### config.mk
export PLATFORM = sky130hd
export DESIGN_NAME = ord_top
export DESIGN_NICKNAME = d
export VERILOG_FILES = /design/src/include/ord_pkg.sv /design/src/verilog/ord_top.sv
export SDC_FILE = /design/constraint.sdc
export NUM_CORES = 1
export LEC_CHECK = 0
export BUFFER_PORTS_ARGS = -buffer_cell sky130_fd_sc_hd__buf_2
export CELL_PAD_IN_SITES_DETAIL_PLACEMENT = 1
export CELL_PAD_IN_SITES_GLOBAL_PLACEMENT = 1
export CORE_MARGIN = 1.5
export CORE_UTILIZATION = 35
export DETAILED_ROUTE_END_ITERATION = 10
export PLACE_DENSITY = 0.73
export SETUP_SLACK_MARGIN = 0.4
export SYNTH_ARGS = -nofsm -noshare
export SYNTH_HDL_FRONTEND = slang
export SYNTH_SLANG_ARGS = --single-unit
### constraint.sdc
create_clock -name clk -period 2.83 [get_ports clk]
set_clock_uncertainty 0.15 [all_clocks]
set_input_delay 0.566 -clock clk [delete_from_list [all_inputs] [get_ports clk]]
set_output_delay 0.566 -clock clk [all_outputs]
set_load 0.02 [all_outputs]
### src/include/ord_pkg.sv
// Purpose: shared constants and carriers of the over-range detector
// Assumes: 8-bit signed samples, classic Wishbone with 32-bit data
// Notes: flag vector order is a_high, a_low, b_high, b_low
package ord_pkg;
    localparam int ORD_SAMPLE_W = 8;
    localparam int ORD_MAG_W = ORD_SAMPLE_W - 1;
    localparam int ORD_SEL_W = 3;
    localparam int ORD_CNT_W = 11;
    // stretch length is base << select, 8..1024 device-clock cycles
    localparam logic [ORD_CNT_W-1:0] ORD_STRETCH_BASE = 11'h008;
    localparam int ORD_ADR_W = 8;
    localparam logic [ORD_ADR_W-1:0] ORD_REG_LIMITS = 8'h00;
    localparam logic [ORD_ADR_W-1:0] ORD_REG_CTRL = 8'h04;
    localparam logic [ORD_ADR_W-1:0] ORD_REG_STATUS = 8'h08;
    // limits register fields
    localparam int ORD_HIGH_LSB = 0;
    localparam int ORD_LOW_LSB = 8;
    // control register fields
    localparam int ORD_SEL_LSB = 0;
    localparam int ORD_MODE_BIT = 4;
    // reset values
    localparam logic [ORD_MAG_W-1:0] ORD_HIGH_RST = 7'h7f;
    localparam logic [ORD_MAG_W-1:0] ORD_LOW_RST = 7'h7f;
    localparam logic [ORD_SEL_W-1:0] ORD_SEL_RST = 3'h0;
    localparam int ORD_A_HIGH = 0;
    localparam int ORD_A_LOW = 1;
    localparam int ORD_B_HIGH = 2;
    localparam int ORD_B_LOW = 3;

    typedef struct packed {
        logic cyc;
        logic stb;
        logic we;
        logic [3:0] sel;
        logic [ORD_ADR_W-1:0] adr;
        logic [31:0] dat;
    } ord_wb_req_t;

    typedef struct packed {
        logic ack;
        logic [31:0] dat;
    } ord_wb_rsp_t;

    typedef struct packed {
        logic chan_b_low_flag;
        logic chan_b_high_flag;
        logic chan_a_low_flag;
        logic chan_a_high_flag;
    } ord_flags_t;
endpackage : ord_pkg

### src/verilog/ord_top.sv
// Purpose: over-range detector with pulse-stretched status outputs
// Assumes: two samples per clock: lane a and lane b, synchronous inputs
// Notes: lane b is channel B in dual mode, falling-edge sample in single
`timescale 1ns/1ns
`default_nettype none

// Behaviour
// each sample magnitude at or above a limit raises that limit's flag.
// both channels are checked against the one shared pair of limits.
// magnitude maps 0 to 0, +127 to 127, -112 to 112 and -128 to 127.
// in dual mode lane a drives the A flags and lane b the B flags.
// in single mode each limit's status is split over its A and B outputs.
// in single mode the receiver ORs the A and B outputs of each limit.
// each output stays high 8 << select cycles after the latest event.
// the receiver lowers gain on high trips, raises it while low stays off.
// dual mode checks rising-edge samples only, single mode both edges.
// reset clears flags and counters; a new event restarts the count.
module ord_top #(
    parameter int SAMPLE_W = ord_pkg::ORD_SAMPLE_W
) (
    // clock, reset, enable
    input wire logic clk,
    input wire logic arst_n,
    input wire logic ce,
    // sample lanes
    input wire logic sample_valid,
    input wire logic [SAMPLE_W-1:0] sample_a,
    input wire logic [SAMPLE_W-1:0] sample_b,
    // register bus
    input wire ord_pkg::ord_wb_req_t wb_req,
    output var ord_pkg::ord_wb_rsp_t wb_rsp,
    // status outputs
    output var ord_pkg::ord_flags_t flags
);
    import ord_pkg::*;

    localparam int MAG_W = SAMPLE_W - 1;

    logic rst_meta;
    logic rst_n;
    logic [MAG_W-1:0] high_limit;
    logic [MAG_W-1:0] low_limit;
    logic [ORD_SEL_W-1:0] pulse_stretch_select;
    logic single_mode;
    logic [MAG_W-1:0] mag_a;
    logic [MAG_W-1:0] mag_b;
    logic [3:0] hit;
    logic [3:0] flag_q;
    logic [ORD_CNT_W-1:0] cnt [4];
    logic [ORD_CNT_W-1:0] reload;
    logic bus_req;
    logic bus_wr;

    // magnitude of a signed sample, the most negative code saturates
    function automatic logic [MAG_W-1:0] magnitude(
        input logic [SAMPLE_W-1:0] s
    );
        logic [SAMPLE_W-1:0] neg;
        neg = '0;
        if (!s[SAMPLE_W-1]) begin
            return s[MAG_W-1:0];
        end
        neg = ~s + 1'b1;
        if (neg[SAMPLE_W-1]) begin
            return '1;
        end
        return neg[MAG_W-1:0];
    endfunction : magnitude

    // reset release through two flip-flops
    always_ff @(posedge clk or negedge arst_n) begin
        if (!arst_n) begin
            rst_meta <= 1'b0;
            rst_n <= 1'b0;
        end else begin
            rst_meta <= 1'b1;
            rst_n <= rst_meta;
        end
    end

    assign mag_a = magnitude(sample_a);
    assign mag_b = magnitude(sample_b);

    // one limit pair for both lanes; lane b carries the falling-edge
    // sample in single mode so both edges are checked
    always_comb begin
        hit[ORD_A_HIGH] = sample_valid && (mag_a >= high_limit);
        hit[ORD_A_LOW] = sample_valid && (mag_a >= low_limit);
        hit[ORD_B_HIGH] = sample_valid && (mag_b >= high_limit);
        hit[ORD_B_LOW] = sample_valid && (mag_b >= low_limit);
    end

    assign reload = ORD_CNT_W'(ORD_STRETCH_BASE << pulse_stretch_select) - 1'b1;

    // pulse stretchers, one per output
    for (genvar i = 0; i < 4; i++) begin : g_stretch
        always_ff @(posedge clk or negedge arst_n) begin
            if (!arst_n) begin
                flag_q[i] <= 1'b0;
                cnt[i] <= '0;
            end else if (!rst_n) begin
                flag_q[i] <= 1'b0;
                cnt[i] <= '0;
            end else if (ce) begin
                if (hit[i]) begin
                    flag_q[i] <= 1'b1;
                    cnt[i] <= reload;
                end else if (cnt[i] != '0) begin
                    cnt[i] <= cnt[i] - 1'b1;
                end else begin
                    flag_q[i] <= 1'b0;
                end
            end
        end
    end

    // lane-to-pin mapping is the same in both modes; in single mode the
    // pair of pins for a limit together forms that limit's status
    always_comb begin
        flags.chan_a_high_flag = flag_q[ORD_A_HIGH];
        flags.chan_a_low_flag = flag_q[ORD_A_LOW];
        flags.chan_b_high_flag = flag_q[ORD_B_HIGH];
        flags.chan_b_low_flag = flag_q[ORD_B_LOW];
    end

    // wishbone slave: one wait state, ack drops the cycle after
    assign bus_req = wb_req.cyc && wb_req.stb && !wb_rsp.ack;
    assign bus_wr = bus_req && wb_req.we;

    always_ff @(posedge clk or negedge arst_n) begin
        if (!arst_n) begin
            wb_rsp <= '0;
        end else if (!rst_n) begin
            wb_rsp <= '0;
        end else if (ce) begin
            wb_rsp.ack <= bus_req;
            wb_rsp.dat <= '0;
            if (bus_req && !wb_req.we) begin
                case (wb_req.adr)
                    ORD_REG_LIMITS: begin
                        wb_rsp.dat[ORD_HIGH_LSB +: MAG_W] <= high_limit;
                        wb_rsp.dat[ORD_LOW_LSB +: MAG_W] <= low_limit;
                    end
                    ORD_REG_CTRL: begin
                        wb_rsp.dat[ORD_SEL_LSB +: ORD_SEL_W] <=
                            pulse_stretch_select;
                        wb_rsp.dat[ORD_MODE_BIT] <= single_mode;
                    end
                    ORD_REG_STATUS: begin
                        wb_rsp.dat[3:0] <= flag_q;
                    end
                    default: begin
                        wb_rsp.dat <= '0;
                    end
                endcase
            end
        end
    end

    always_ff @(posedge clk or negedge arst_n) begin
        if (!arst_n) begin
            high_limit <= ORD_HIGH_RST;
            low_limit <= ORD_LOW_RST;
            pulse_stretch_select <= ORD_SEL_RST;
            single_mode <= 1'b0;
        end else if (!rst_n) begin
            high_limit <= ORD_HIGH_RST;
            low_limit <= ORD_LOW_RST;
            pulse_stretch_select <= ORD_SEL_RST;
            single_mode <= 1'b0;
        end else if (ce && bus_wr) begin
            // byte 0 and byte 1 lanes only; other lanes hold nothing
            if (wb_req.adr == ORD_REG_LIMITS && wb_req.sel[0]) begin
                high_limit <= wb_req.dat[ORD_HIGH_LSB +: MAG_W];
            end
            if (wb_req.adr == ORD_REG_LIMITS && wb_req.sel[1]) begin
                low_limit <= wb_req.dat[ORD_LOW_LSB +: MAG_W];
            end
            if (wb_req.adr == ORD_REG_CTRL && wb_req.sel[0]) begin
                pulse_stretch_select <= wb_req.dat[ORD_SEL_LSB +: ORD_SEL_W];
                single_mode <= wb_req.dat[ORD_MODE_BIT];
            end
        end
    end
endmodule : ord_top

`default_nettype wire

* Yosys cells after proc, flatten, opt, wreduce, memory -nomap -nowiden *
Cells that the tools add are included.

word-level totals
  register bits = 101
  latch bits = 0
  memory bits (writable) = 0
  ROM bits = 0
  bits of input ports = 67
  output and inout port bits = 37
  logic and storage cells = 139
  memories = 0

operators by class
  add/sub/neg operators = 7
  multiply operators = 0
  divide/modulo/power cells = 0
  order comparisons = 4
  equal/unequal tests = 15
  shift-type cells = 1
  mux-type cells = 64
  bitwise logic cells = 2
  reductions and logical operators = 30

operators with widths
  kind                     number
  $mux W11                 16
  $mux W7                  15
  $mux W33                 2
  $sub A11 B1 Y11 const B  5
  $reduce_bool A11 Y1      4
  $ge A7 B7 Y1             4
  $mux W1                  23
  $reduce_and A2 Y1        11
  $add A8 B1 Y8 const B    2
  $not A8 Y8               2
  $mux W15                 1
  $logic_and A1 B1 Y1      12
  $ne A3 B1 Y1 const B     4
  $ne A3 B3 Y1 const B     4
  $shl A4 B3 Y11 const A   1
  $mux W3                  3
  $pmux W3 S3              1
  $eq A8 B3 Y1 const B     1
  $eq A8 B4 Y1 const B     1
  $logic_not A8 Y1         1
  $ne A2 B1 Y1 const B     4
  $pmux W1 S2              2
  $logic_not A1 Y1         2
  $mux W2                  1
  $ne A2 B2 Y1 const B     1

* Logic depth before layout (Yosys ltp) *
  word-level depth = 11
  mapped depth = 14
  depth with buffers taken out = 13

* Worst setup path before layout *
Ideal clock, no wire load.

  path kind = input to register
  start point = input port sample_b[3]
  end point = register cnt[8] in the netlist's numbering
  arrival time = 3.176 ns
  data required time = 2.613 ns
  path slack = -0.563 ns
  cell stages on the path = 12
  buffers on the path = 1
  cells stage by stage = nor2_1 > nor4b_1 > a21boi_0 > o22a_1 > ha_1 > a21o_1 > a221oi_1 > o21ai_1 > and2_1 > buf_2 > o31ai_1 > a32o_1

between the ends
  longest elaborated chain between the ends = 11
  elaborated cells on any way between the ends = 15
  those cells by class = 1 x add/sub; 1 x order compare; 1 x eq/ne; 9 x mux; 1 x bitwise; 2 x reduce/logical

RTL lines
  element                         line            source
  start: declaration              ord_top.sv:28   input wire logic [SAMPLE_W-1:0] sample_b,
  $not A8 Y8                      ord_top.sv:63   neg = ~s + 1'b1;
  $add A8 B1 Y8                   ord_top.sv:63
  $mux W1                         ord_top.sv:64   if (neg[SAMPLE_W-1]) begin
  $mux W1                         ord_top.sv:63
  $mux W7                         ord_top.sv:67   return neg[MAG_W-1:0];
  $mux W7 (*)                     ord_top.sv:63
  $ge A7 B7 Y1 (*)                ord_top.sv:90   hit[ORD_B_LOW] = sample_valid && (mag_b >= low_limit);
  $logic_and A1 B1 Y1 (*)         ord_top.sv:90
  $mux W11                        ord_top.sv:105  if (hit[i]) begin
  $mux W11                        ord_top.sv:104  end else if (ce) begin
  $mux W11                        ord_top.sv:101  end else if (!rst_n) begin
  end signal: indexed assignment  ord_top.sv:107  cnt[i] <= reload;
  end signal: indexed assignment  ord_top.sv:109  cnt[i] <= cnt[i] - 1'b1;
  end: declaration                ord_top.sv:49   logic [ORD_CNT_W-1:0] cnt [4];

Every way passes the cells marked *; elsewhere a longest branch is shown, timed or not. The select of a mux whose other input is x is not followed.
A chain may end at the register's enable or synchronous reset.

* Worst setup path after layout *
  start point = input port sample_b[3]
  end point = register cnt[3] in the netlist's numbering

The elaborated chain is that of the path after synthesis.

==> impl_metrics.csv <==
group,metric,value,unit
outcome,violations,"setup timing",
drt,drc,0,
global_routing,grt_max_degree,50,
yosys,yosysWarningCount,0,
yosys,syn_area,5640,µm²
finish,layout_common_cells,"nand2_1, dfrtp_1, buf_4",
setup_path,crit_type,"input pin to flop",
global_routing,grt_usage,0.234,
drt,first_iter_violations,291,
finish,final_area,7830,µm²
floorplan,boundaryPins,104,
clock_network,cts.sinks,83,
power,switching_share,0.433,
power,p_total,5.77,mW
setup_path,cp_data_arrival_time,3.09,ns
placement,placed_area,6690,µm²
timing,max_freq,341,MHz
floorplan,rows,46,
finish,diodes,0,
power,power.density,738,nW/µm²
timing,hold_slack,0.0225,ns
clock_network,cts_buffers,9,
power,peakVddDrop,0.000380,V
timing,max-slew-margin-rel,0.588,
power,power.switching,2.50,mW
timing,post-route-period-util,1.04,
power,seqPwrFrac,0.300,
clock_network,clkTransAtPathRegs,0.07,ns
finish,area_delta_synth_final,38.8,%
clock_network,cts_tree,"done",
timing,hold_viol_final,0,
yosys,synth_edf_count,0,
drt,dr.max_layer_used,"met4",
drt,vias,5532,
floorplan,placeableCoreArea,15800,µm²
yosys,syn-instance-count,634,
timing,setup-tns-final,-0.881,ns
power,p_leak,3.75,nW
drt,wl_per_cell,19.8,µm
global_routing,grt_pass1_wl,30.6,mm
drt,wl,19.4,mm
finish,layout_commonest_cell,"nand2_1",
clock_network,insertion_delay,0.36,ns
placement,place_congestion,0.870,
floorplan,die_x,130,µm
floorplan,dieHeight,130,µm
finish,fin_cells,977,
yosys,synthFlopType,"dfrtp_1",
power,combPwrFrac,0.498,
finish,postLayoutCoreUtil,0.495,
timing,worst_slew_pin_slew,0.612,ns
drt,dr_wl_met3,593,µm
drt,route.met2.wl,10.4,mm
clock_network,cts_max_path_buffers,2,
yosys,synth-seq-area-share,0.371,
drt,dr.pass1.iters,4,
global_routing,grt-ovfl-total,0,
yosys,ys_ff_latch,83,
drt,wl_met1,7.81,mm
clock_network,htreeDepth,3,
drt,routed_via_density,5.66,
setup_path,critPathLaunchType,"input pin",
yosys,synth.avg_cell_area,8.90,µm²
setup_path,required,2.98,ns
timing,setup_violations,22,
clock_network,clk_root_buffer_cell,"clkbuf_16",
timing,rsz0062_at_grt,"true",
finish,layout.nets,857,
job,maxCapViolCount,0,
placement,io_buffers,65,
global_routing,antenna_found_initial,0,
timing,period_minus_slack,2.93,ns
outcome,outcome,"finished, violations left",
placement,place_ws,-0.534,ns
power,clock_power_share,0.203,
placement,dpl.hpwl,13.1,mm
global_routing,grt_pass1_vias,5919,
yosys,yosysUniqueCellTypes,69,
timing,maxSlewViolCount,0,
placement,placedCellCount,936,
finish,drive_above_1_share,0.377,
clock_network,hold_buffers,0,
floorplan,start_util,0.356,
drt,ant_nets,0,
setup_path,cp_max_fo,7,
worst_hold_path,hold_path_class,"input pin to asynchronous set/reset pin",
yosys,async_flop_share,1.00,
timing,fin_ws,-0.104,ns
floorplan,dieArea,16900,µm²
setup_path,end_kind,"flop",
power,p_int,3.27,mW
==> synthesized netlist by cell type, drive strengths merged, types with 14 or more instances <==
master  number  share of area
a21oi       26          0.023
a22o        14          0.022
buf         23          0.028
clkbuf      28          0.019
dfrtp       69           0.31
dfstp       14          0.065
ha          34          0.075
inv         38          0.025
mux2i       36          0.064
nand2       76          0.051
nand3       24          0.021
nor2        35          0.023
nor3        16          0.015
o21ai       38          0.034
==> power groups by stage <==
stage               sequential, mW  combinational [mW]  clock, mW
floorplan                     1.65                1.94          0
global placement              1.70                2.37          0
detailed placement            1.73                2.50          0
CTS                           1.72                2.71       1.19
global route                  1.77                3.18       1.23
finish                        1.73                2.87       1.17
==> per-layer routing <==
| metal | GRT usage | up-vias |
|---|---|---|
| li1 | - | 2548 |
| met1 | 0.267 | 2815 |
| met2 | 0.439 | 124 |
| met3 | 0.0402 | 45 |
| met4 | 0.0837 | 0 |
| met5 | 0 | - |
==> path summary, 6_finish.rpt <==
path	slack [ns]	from	cells past startpoint	to
max reg2reg	0.27	low_limit[1]	9	cnt[30]
min reg2reg	0.20	rst_meta	0	rst_n
max in group asynchronous	1.81	arst_n	2	high_limit[4]
min	0.02	arst_n	1	cnt[37]
max	-0.10	sample_b[3]	13	cnt[3]
min in group clk	0.20	rst_meta	0	rst_n
==> state kept, by name, indices dropped and copies added, names as in the netlist <==
signal	count
rst_n	1
high_limit	7
cnt	44
wb_rsp	15
flags	4
rst_meta	1
single_mode	1
low_limit	7
pulse_stretch_select	3
==> area by class of cell <==
type | instances | area [µm²]
Sequential cell | 83 | 2090
Multi-Input combinational cell | 480 | 3840
Clock inverter | 7 | 60.1
Tap cell | 216 | 270
Inverter | 38 | 166
Timing Repair Buffer | 144 | 1170
Fill cell | 1800 | 8000
Clock buffer | 9 | 225
==> worst max-delay path: stages <==
cell and delay (ns):
buf_8 0.10, nor2_4 0.10, nor4b_4 0.25, buf_4 0.20, a31oi_4 0.09, buf_4 0.16
ha_1 0.28, nand2b_1 0.18, a211oi_2 0.33, o21ai_4 0.12, and2_4 0.22, nor4_2 0.31
o31a_1 0.17
==> cells by family (layout without fill, tap and decap cells) <==
family	count (synthesis)	after routing	share of synthesized area
flops	83	83	0.371
other cells	2	19	0.00133
mux	39	39	0.0699
simple gates	220	221	0.199
fa+ha+maj	34	34	0.0754
xor+xnor	6	6	0.00932
buf+inv	89	198	0.0719
compound gates	161	161	0.202
==> repair_timing <==
item                                    in CTS  in global routing
gates cloned                                 4                  0
pin swaps                                   37                 38
endpoints found under the setup margin      48                 48
setup buffers                               16                  5
resized for setup                           97                 34
Note: power is estimated with default switching activity, not from simulation.
